==> src/verilog/timer_and_ext_irq_control_pkg.sv <==
// package for the timer and external interrupt control register block
// assumes: an 8-bit special-function bus from the processor core
package ctrl_pkg;

  localparam logic [7:0] SFR_ADDR_CONTROL = 8'h88;
  localparam logic [7:0] CONTROL_RESET    = 8'h00;

  // bit positions inside the control register
  localparam int BIT_T1_OVF  = 7;
  localparam int BIT_T1_RUN  = 6;
  localparam int BIT_T0_OVF  = 5;
  localparam int BIT_T0_RUN  = 4;
  localparam int BIT_X1_FLAG = 3;
  localparam int BIT_X1_TYPE = 2;
  localparam int BIT_X0_FLAG = 1;
  localparam int BIT_X0_TYPE = 0;

  localparam logic TYPE_LEVEL = 1'b0;
  localparam logic TYPE_EDGE  = 1'b1;

  localparam int DATA_W = 8;
  localparam int ADDR_W = 8;
  localparam int BIT_W  = 3;

endpackage

==> src/verilog/timer_extirq_control_reg.sv <==
// timer and external interrupt control register with its flag logic
// assumes: core SFR bus with byte and single-bit writes, one-cycle vector acks
//
// Overview of operation
// register at SFR address 0x88, byte and single-bit access supported.
// bit 7 timer 1 overflow flag, set by hardware, software clearable.
// timer 1 overflow flag clears when core vectors to its routine.
// bit 6 timer 1 run control enables counting, subject to gating.
// bit 5 timer 0 overflow flag, set by hardware, software clearable.
// timer 0 overflow flag clears when core vectors to its routine.
// bit 4 timer 0 run control enables counting, subject to gating.
// bit 3 external 1 flag, set by detector, vector clears in edge mode.
// bit 2 external 1 type: 0 level, 1 edge.
// bit 1 external 0 flag, set by detector, vector clears in edge mode.
// bit 0 external 0 type: 0 level, 1 edge.
// each external input polarity comes from its own polarity bit.
// with gate set, timer counts only while run and input active; split mode ignores the timer 1 gate.
// setting run bit never resets the timer count.
// split mode: timer 0 high byte uses run 1, sets flag 1.
// hardware set beats same-cycle software clear on every flag.
// core pulses a vector acknowledge per source on routine entry.
`timescale 1ns/1ns
module timer_extirq_control_reg (
  input  wire logic                        clock,
  input  wire logic                        reset,
  input  wire logic [ctrl_pkg::ADDR_W-1:0] sfr_addr,
  input  wire logic [ctrl_pkg::DATA_W-1:0] sfr_wdata,
  input  wire logic                        sfr_write,
  input  wire logic                        sfr_bit_write,
  input  wire logic [ctrl_pkg::BIT_W-1:0]  sfr_bit_index,
  input  wire logic                        sfr_bit_value,
  input  wire logic                        sfr_read,
  output logic      [ctrl_pkg::DATA_W-1:0] sfr_rdata,
  output logic                             sfr_hit,
  input  wire logic                        timer0_overflow,
  input  wire logic                        timer0_high_overflow,
  input  wire logic                        timer1_overflow,
  input  wire logic                        timer0_split_mode,
  input  wire logic                        timer0_gate_enable,
  input  wire logic                        timer1_gate_enable,
  input  wire logic                        ext_request_0,
  input  wire logic                        ext_request_1_n,
  input  wire logic                        ext_request0_polarity,
  input  wire logic                        ext_request1_polarity,
  input  wire logic                        ack_timer0,
  input  wire logic                        ack_timer1,
  input  wire logic                        ack_ext0,
  input  wire logic                        ack_ext1,
  output logic                             timer0_count_enable,
  output logic                             timer0_high_count_enable,
  output logic                             timer1_count_enable,
  output logic                             timer0_overflow_flag,
  output logic                             timer1_overflow_flag,
  output logic                             ext_irq0_flag,
  output logic                             ext_irq1_flag
);
  import ctrl_pkg::*;

  logic                 timer1_overflow_flag_r;
  logic                 timer1_run_r;
  logic                 timer0_overflow_flag_r;
  logic                 timer0_run_r;
  logic                 ext_irq1_flag_r;
  logic                 ext_irq1_type_select_r;
  logic                 ext_irq0_flag_r;
  logic                 ext_irq0_type_select_r;
  logic [DATA_W-1:0]    control_value;
  logic [DATA_W-1:0]    rdata_r;
  logic                 addr_hit;
  logic [DATA_W-1:0]    wr_mask;
  logic [DATA_W-1:0]    wr_val;
  logic                 ext0_active;
  logic                 ext1_active;
  logic                 ext0_set;
  logic                 ext1_set;
  logic                 t1_flag_set;

  // address decode
  always_comb begin
    if (sfr_addr == SFR_ADDR_CONTROL) begin
      addr_hit = 1'b1;
    end else begin
      addr_hit = 1'b0;
    end
  end

  assign sfr_hit = addr_hit & (sfr_read | sfr_write | sfr_bit_write);

  // byte write touches all bits, bit write only the addressed one
  always_comb begin
    wr_mask = '0;
    wr_val  = sfr_wdata;
    if (addr_hit && sfr_write) begin
      wr_mask = {DATA_W{1'b1}};
    end else if (addr_hit && sfr_bit_write) begin
      wr_mask                = '0;
      wr_mask[sfr_bit_index] = 1'b1;
      wr_val                 = {DATA_W{sfr_bit_value}};
    end
  end

  assign control_value = {timer1_overflow_flag_r, timer1_run_r,
                          timer0_overflow_flag_r, timer0_run_r,
                          ext_irq1_flag_r, ext_irq1_type_select_r,
                          ext_irq0_flag_r, ext_irq0_type_select_r};

  always_ff @(posedge clock or posedge reset) begin
    if (reset) begin
      rdata_r <= CONTROL_RESET;
    end else if (addr_hit && sfr_read) begin
      rdata_r <= control_value;
    end
  end

  assign sfr_rdata = rdata_r;

  ext_request_detect u_ext0 (
    .clock     (clock),
    .reset     (reset),
    .pin       (ext_request_0),
    .polarity  (ext_request0_polarity),
    .edge_mode (ext_irq0_type_select_r),
    .active    (ext0_active),
    .set_pulse (ext0_set)
  );

  ext_request_detect u_ext1 (
    .clock     (clock),
    .reset     (reset),
    .pin       (ext_request_1_n),
    .polarity  (ext_request1_polarity),
    .edge_mode (ext_irq1_type_select_r),
    .active    (ext1_active),
    .set_pulse (ext1_set)
  );

  timer_run_gate u_timer0_gate_enable (
    .run          (timer0_run_r),
    .gate_enable  (timer0_gate_enable),
    .ext_active   (ext0_active),
    .count_enable (timer0_count_enable)
  );

  // in split mode timer 1 loses its gate, and its flag goes to the timer 0 high byte
  timer_run_gate u_gate1 (
    .run          (timer1_run_r),
    .gate_enable  (timer1_gate_enable & ~timer0_split_mode),
    .ext_active   (ext1_active),
    .count_enable (timer1_count_enable)
  );

  assign timer0_high_count_enable = timer0_split_mode & timer1_run_r;

  assign t1_flag_set = timer0_split_mode ? timer0_high_overflow : timer1_overflow;

  // run bits: plain software state; count registers live elsewhere
  always_ff @(posedge clock or posedge reset) begin
    if (reset) begin
      timer1_run_r <= 1'b0;
    end else if (wr_mask[BIT_T1_RUN]) begin
      timer1_run_r <= wr_val[BIT_T1_RUN];
    end
  end

  always_ff @(posedge clock or posedge reset) begin
    if (reset) begin
      timer0_run_r <= 1'b0;
    end else if (wr_mask[BIT_T0_RUN]) begin
      timer0_run_r <= wr_val[BIT_T0_RUN];
    end
  end

  always_ff @(posedge clock or posedge reset) begin
    if (reset) begin
      ext_irq1_type_select_r <= 1'b0;
    end else if (wr_mask[BIT_X1_TYPE]) begin
      ext_irq1_type_select_r <= wr_val[BIT_X1_TYPE];
    end
  end

  always_ff @(posedge clock or posedge reset) begin
    if (reset) begin
      ext_irq0_type_select_r <= 1'b0;
    end else if (wr_mask[BIT_X0_TYPE]) begin
      ext_irq0_type_select_r <= wr_val[BIT_X0_TYPE];
    end
  end

  // flags: set first, so a same-cycle clear or ack never drops an event
  always_ff @(posedge clock or posedge reset) begin
    if (reset) begin
      timer1_overflow_flag_r <= 1'b0;
    end else if (t1_flag_set) begin
      timer1_overflow_flag_r <= 1'b1;
    end else if (ack_timer1) begin
      timer1_overflow_flag_r <= 1'b0;
    end else if (wr_mask[BIT_T1_OVF]) begin
      timer1_overflow_flag_r <= wr_val[BIT_T1_OVF];
    end
  end

  always_ff @(posedge clock or posedge reset) begin
    if (reset) begin
      timer0_overflow_flag_r <= 1'b0;
    end else if (timer0_overflow) begin
      timer0_overflow_flag_r <= 1'b1;
    end else if (ack_timer0) begin
      timer0_overflow_flag_r <= 1'b0;
    end else if (wr_mask[BIT_T0_OVF]) begin
      timer0_overflow_flag_r <= wr_val[BIT_T0_OVF];
    end
  end

  // level mode: ack leaves the flag, the pin sets it and only software clears it
  always_ff @(posedge clock or posedge reset) begin
    if (reset) begin
      ext_irq1_flag_r <= 1'b0;
    end else if (ext1_set) begin
      ext_irq1_flag_r <= 1'b1;
    end else if (ack_ext1 && ext_irq1_type_select_r == TYPE_EDGE) begin
      ext_irq1_flag_r <= 1'b0;
    end else if (wr_mask[BIT_X1_FLAG]) begin
      ext_irq1_flag_r <= wr_val[BIT_X1_FLAG];
    end
  end

  always_ff @(posedge clock or posedge reset) begin
    if (reset) begin
      ext_irq0_flag_r <= 1'b0;
    end else if (ext0_set) begin
      ext_irq0_flag_r <= 1'b1;
    end else if (ack_ext0 && ext_irq0_type_select_r == TYPE_EDGE) begin
      ext_irq0_flag_r <= 1'b0;
    end else if (wr_mask[BIT_X0_FLAG]) begin
      ext_irq0_flag_r <= wr_val[BIT_X0_FLAG];
    end
  end

  assign timer0_overflow_flag = timer0_overflow_flag_r;
  assign timer1_overflow_flag = timer1_overflow_flag_r;
  assign ext_irq0_flag        = ext_irq0_flag_r;
  assign ext_irq1_flag        = ext_irq1_flag_r;

endmodule // timer_extirq_control_reg

==> src/verilog/ext_request_detect.sv <==
// edge or level detector for one external interrupt request pin
// assumes: pin asynchronous to clock; polarity from the configuration register
`timescale 1ns/1ns
module ext_request_detect (
  input  wire logic clock,
  input  wire logic reset,
  input  wire logic pin,
  input  wire logic polarity,
  input  wire logic edge_mode,
  output logic      active,
  output logic      set_pulse
);
  import ctrl_pkg::*;

  logic       sync1_r;
  logic       sync2_r;
  logic       prev_r;
  logic [1:0] fill_r;
  logic       prev_ok_r;

  always_ff @(posedge clock or posedge reset) begin
    if (reset) begin
      sync1_r <= 1'b0;
      sync2_r <= 1'b0;
    end else begin
      sync1_r <= pin;
      sync2_r <= sync1_r;
    end
  end

  // polarity 1 = active high, 0 = active low
  assign active = ~(sync2_r ^ polarity);

  always_ff @(posedge clock or posedge reset) begin
    if (reset) begin
      prev_r <= 1'b0;
    end else begin
      prev_r <= active;
    end
  end

  // reset leaves the synchroniser at 0, which reads as active on an active-low
  // pin; no set pulse until both stages hold samples, in edge mode the edge register too
  always_ff @(posedge clock or posedge reset) begin
    if (reset) begin
      fill_r    <= 2'h0;
      prev_ok_r <= 1'b0;
    end else begin
      fill_r    <= {fill_r[0], 1'b1};
      prev_ok_r <= fill_r[1];
    end
  end

  // level mode keeps requesting while the pin stays active
  assign set_pulse = (edge_mode == TYPE_EDGE) ? (prev_ok_r & active & ~prev_r)
                                              : (fill_r[1] & active);

endmodule // ext_request_detect

==> src/verilog/timer_run_gate.sv <==
// count enable for one timer from run bit, gate bit and external input
// assumes: ext_active already synchronised and polarity applied
`timescale 1ns/1ns
module timer_run_gate (
  input  wire logic run,
  input  wire logic gate_enable,
  input  wire logic ext_active,
  output logic      count_enable
);
  // run bit only enables counting; count value is never cleared here
  assign count_enable = run & (~gate_enable | ext_active);

endmodule // timer_run_gate

==> config.mk <==
export PLATFORM = sky130hd
export DESIGN_NAME = timer_extirq_control_reg
export DESIGN_NICKNAME = d
export VERILOG_FILES = /design/src/verilog/timer_and_ext_irq_control_pkg.sv /design/src/verilog/timer_extirq_control_reg.sv /design/src/verilog/ext_request_detect.sv /design/src/verilog/timer_run_gate.sv
export SDC_FILE = /design/constraint.sdc
export NUM_CORES = 1
export LEC_CHECK = 0
export CAP_MARGIN = 20
export CORE_UTILIZATION = 55
export DETAILED_ROUTE_END_ITERATION = 16
export DONT_BUFFER_PORTS = 1
export GPL_ROUTABILITY_DRIVEN = 0
export GPL_TIMING_DRIVEN = 1
export PLACE_DENSITY = 0.73
export SLEW_MARGIN = 20
export SYNTH_ARGS = -nofsm -noshare
export SYNTH_HDL_FRONTEND = slang
export SYNTH_SLANG_ARGS = --single-unit
==> constraint.sdc <==
create_clock -name clock -period 1.4 [get_ports clock]
set_clock_uncertainty 0.1 [all_clocks]
set_input_delay 0.14 -clock clock [delete_from_list [all_inputs] [get_ports clock]]
set_output_delay 0.14 -clock clock [all_outputs]
set_load 0.1 [all_outputs]
==> run_results.csv <==
group,metric,value,unit
run_status,outcome,"complete, but fails checks",
run_status,violations,"hold timing, setup timing",
grt,gr-usage-met1,0.465,
place,preCtsSetupSlack,-81.2,ps
floorplanning,die_x,49.7,um
floorplanning,core-area,2040,um^2
synthesis,ys_seq_elements,25,
drt,dr.pass1.iters,4,
sta,finalSetupViolCount,4,
clock_network,path_clk_slew,140,ps
floorplanning,core.rowCount,16,
clock_network,clockRootBuffer,"clkbuf_4",
drt,routed_wl,4.17,mm
critical_path,rrSetupSlack,-160,ps
synthesis,ys_types,34,
critical_path,slowest_delay,420,ps
clock_network,clock_path_buffers,2,
synthesis,synth_cells,109,
floorplanning,start_util,0.613,
critical_path,cp_num_buf_inv,1,
sta,setup_ws,-243,ps
grt,track_usage,0.389,
power_and_ir_drop,p_leak,0.864,nW
drt,first_iter_violations,46,
synthesis,syn_avg_cell_area,11.5,um^2
place,hpwl,2.12,mm
grt,antenna_found_initial,0,
critical_path,crit_family,"flip-flops",
min_path,hp-class,"in -> reg",
sta,fmax,609,MHz
flow_run,cap_violations,0,
power_and_ir_drop,ir_drop,0.000840,V
clock_network,cts_tree,"yes",
sta,hold_ws,-31.0,ps
grt,grt-ovfl-total,0,
layout,drive_above_1_share,0.289,
layout,fill_cells,80,
grt,grt_max_degree,26,
critical_path,required,1160,ps
drt,wire_per_inst,23.3,um
critical_path,cp-start-kind,"flop",
clock_network,cts_made_buffers,3,
layout,syn2layout_area_growth,48.5,%
floorplanning,io_pins,55,
sta,fin_crit_sh,1.17,
sta,hold_violations,1,
clock_network,cts_sinks,25,
sta,rsz0062_at_grt,"yes",
critical_path,cp_cell_sequence,"xnor2_2 -> o31a_2 -> buf_12",
place,port_buffers,0,
power_and_ir_drop,p_per_area,920,nW/um^2
drt,vias,1168,
grt,grt_pass1_vias,1262,
layout,mostFrequentLayoutCells,"24 x dfrtp_1, 20 x dlygate4sd3_1, 13 x buf_12",
sta,slew_viol_final,0,
critical_path,critPathSlowestCell,"dfrtp_1",
critical_path,crit_arrival,1400,ps
drt,vias_per_cell,6.53,
grt,grt_pass1_wl,6.71,mm
layout,mostFrequentLayoutCell,"dfrtp_1",
synthesis,synth.net_count,148,
floorplanning,fp.dieArea,2470,um^2
critical_path,crit_type,"reg -> out",
critical_path,end_kind,"primary output",
critical_path,cp_max_fo,2,
synthesis,synth-warning-count,0,
layout,antenna_cells,0,
clock_network,htree_levels,1,
synthesis,ys_seq_area_frac,0.500,
clock_network,clk-insertion-delay-late,340,ps
drt,drc,0,
floorplanning,die_y,49.7,um
synthesis,netlist_area,1250,um^2
layout,post-route-util,0.910,
drt,ant_nets,0,
grt,top_usage_layer,"met2",
grt,use_met3,0.0710,
sta,period_needed,1640,ps
layout,layout.nets,192,
grt,met2_usage,0.667,
metal layers:
metal	vias up	wire (um)
met2	102	2110
met5	-	0
li1	482	-
met4	0	177
met3	24	381
met1	560	1500
synth_stat cells:
| master | instances | area, um^2 |
|---|---|---|
| mux2_4 | 8 | 120 |
| o31ai_1 | 1 | 7.51 |
| o31a_1 | 2 | 17.5 |
| o21ai_0 | 5 | 25.0 |
| inv_1 | 10 | 37.5 |
| o211ai_1 | 3 | 22.5 |
| nor3b_1 | 1 | 7.51 |
| nand3_1 | 2 | 10.0 |
| a211o_2 | 1 | 10.0 |
| buf_1 | 1 | 3.75 |
| nor2_1 | 1 | 3.75 |
| o311ai_1 | 1 | 8.76 |
| nor3_1 | 3 | 15.0 |
| and4b_1 | 1 | 10.0 |
| clkbuf_1 | 1 | 3.75 |
| a2111o_1 | 2 | 22.5 |
| a21oi_1 | 10 | 50.1 |
| o21a_1 | 1 | 7.51 |
| mux2i_1 | 3 | 30.0 |
| dfrtp_1 | 25 | 626 |
| o22ai_1 | 1 | 6.26 |
| nor4b_4 | 2 | 47.6 |
| nand2_1 | 9 | 33.8 |
| buf_6 | 1 | 11.3 |
| and2_1 | 2 | 12.5 |
| nand2_8 | 1 | 20.0 |
| xnor2_1 | 2 | 17.5 |
| nand3b_1 | 1 | 7.51 |
| a311o_1 | 1 | 10.0 |
| conb_1 | 1 | 3.75 |
| and3b_1 | 1 | 8.76 |
| nand2b_1 | 2 | 12.5 |
| a41oi_1 | 1 | 8.76 |
| a31oi_1 | 2 | 12.5 |
where the power goes:
group	total, mW	internal, mW	switching [mW]
sequential	0.813	0.769	0.0443
clock	0.355	0.110	0.245
combinational	0.541	0.209	0.332
cell type report:
cell class	instances	area, um^2	share of cell area
inverters	10	37.5	0.0202
clock buffers	3	22.5	0.0121
well taps	27	33.8	0.0182
repair buffers	42	533	0.287
flip-flops and latches	25	627	0.337
clock inverters	1	7.51	0.00404
multi-input cells	71	597	0.321
kinds of logic (layout without fill, tap and decap cells):
| logic type | Yosys count | count (layout) | share of synthesized area |
|---|---|---|---|
| AO/OA/AOI/OAI | 31 | 31 | 0.167 |
| AND/OR/NAND/NOR | 26 | 26 | 0.151 |
| flip-flops | 25 | 25 | 0.500 |
| buffers and inverters | 13 | 56 | 0.0450 |
| multiplexers | 11 | 11 | 0.120 |
| XOR/XNOR | 2 | 2 | 0.0140 |
| other | 1 | 1 | 0.00300 |
state kept, by name (all words and copies together), names as in the netlist:
| signal | cells |
|---|---|
| sfr_rdata | 8 |
| u_ext0.fill_r | 2 |
| ext_irq0_flag | 1 |
| ext_irq0_type_select_r | 1 |
| ext_irq1_flag | 1 |
| ext_irq1_type_select_r | 1 |
| timer0_overflow_flag | 1 |
| timer0_run_r | 1 |
| timer1_overflow_flag | 1 |
| timer1_run_r | 1 |
| u_ext0.prev_ok_r | 1 |
| u_ext0.prev_r | 1 |
| u_ext0.sync1_r | 1 |
| u_ext0.sync2_r | 1 |
| u_ext1.prev_r | 1 |
| u_ext1.sync1_r | 1 |
| u_ext1.sync2_r | 1 |
metrics by stage:
step	cell area [um^2]	power (mW)	setup TNS, ps	std cells
finish	1860	1.71	-533	179
detailed placement	1590	1.28	-281	153
global placement	1590	1.27	0	153
CTS	1850	1.66	-510	178
floorplan	1260	1.14	0	109
global route	1860	1.76	-719	179
worst register-to-register path, delay by kind of cell (launching register included):
kind                   cells  cell delay, ps
XOR/XNOR                   1             150
buffers and inverters      1             600
AND/OR/NAND/NOR            2             180
flip-flops                 1             420
path summary, 6_finish.rpt:
path,start,to,depth (start not counted)
setup / recovery,u_ext1.sync2_r,timer1_count_enable,3
hold / removal,sfr_wdata[7],timer1_overflow_flag,2
setup reg to reg,u_ext1.sync2_r,ext_irq1_flag,4
hold reg to reg,u_ext0.sync1_r,u_ext0.sync2_r,0
max in group asynchronous,reset,timer1_overflow_flag,3
min in group asynchronous,reset,u_ext1.sync2_r,3
what timing repair did:
action / CTS / global route
endpoints found under the setup margin: 2 / 7
buffers inserted: 0 / 1
endpoints found under the hold margin: 44 / 0
resized for setup: 2 / 2
hold buffers: 21 / 0
No activity file was read; power rests on OpenSTA's default activity.
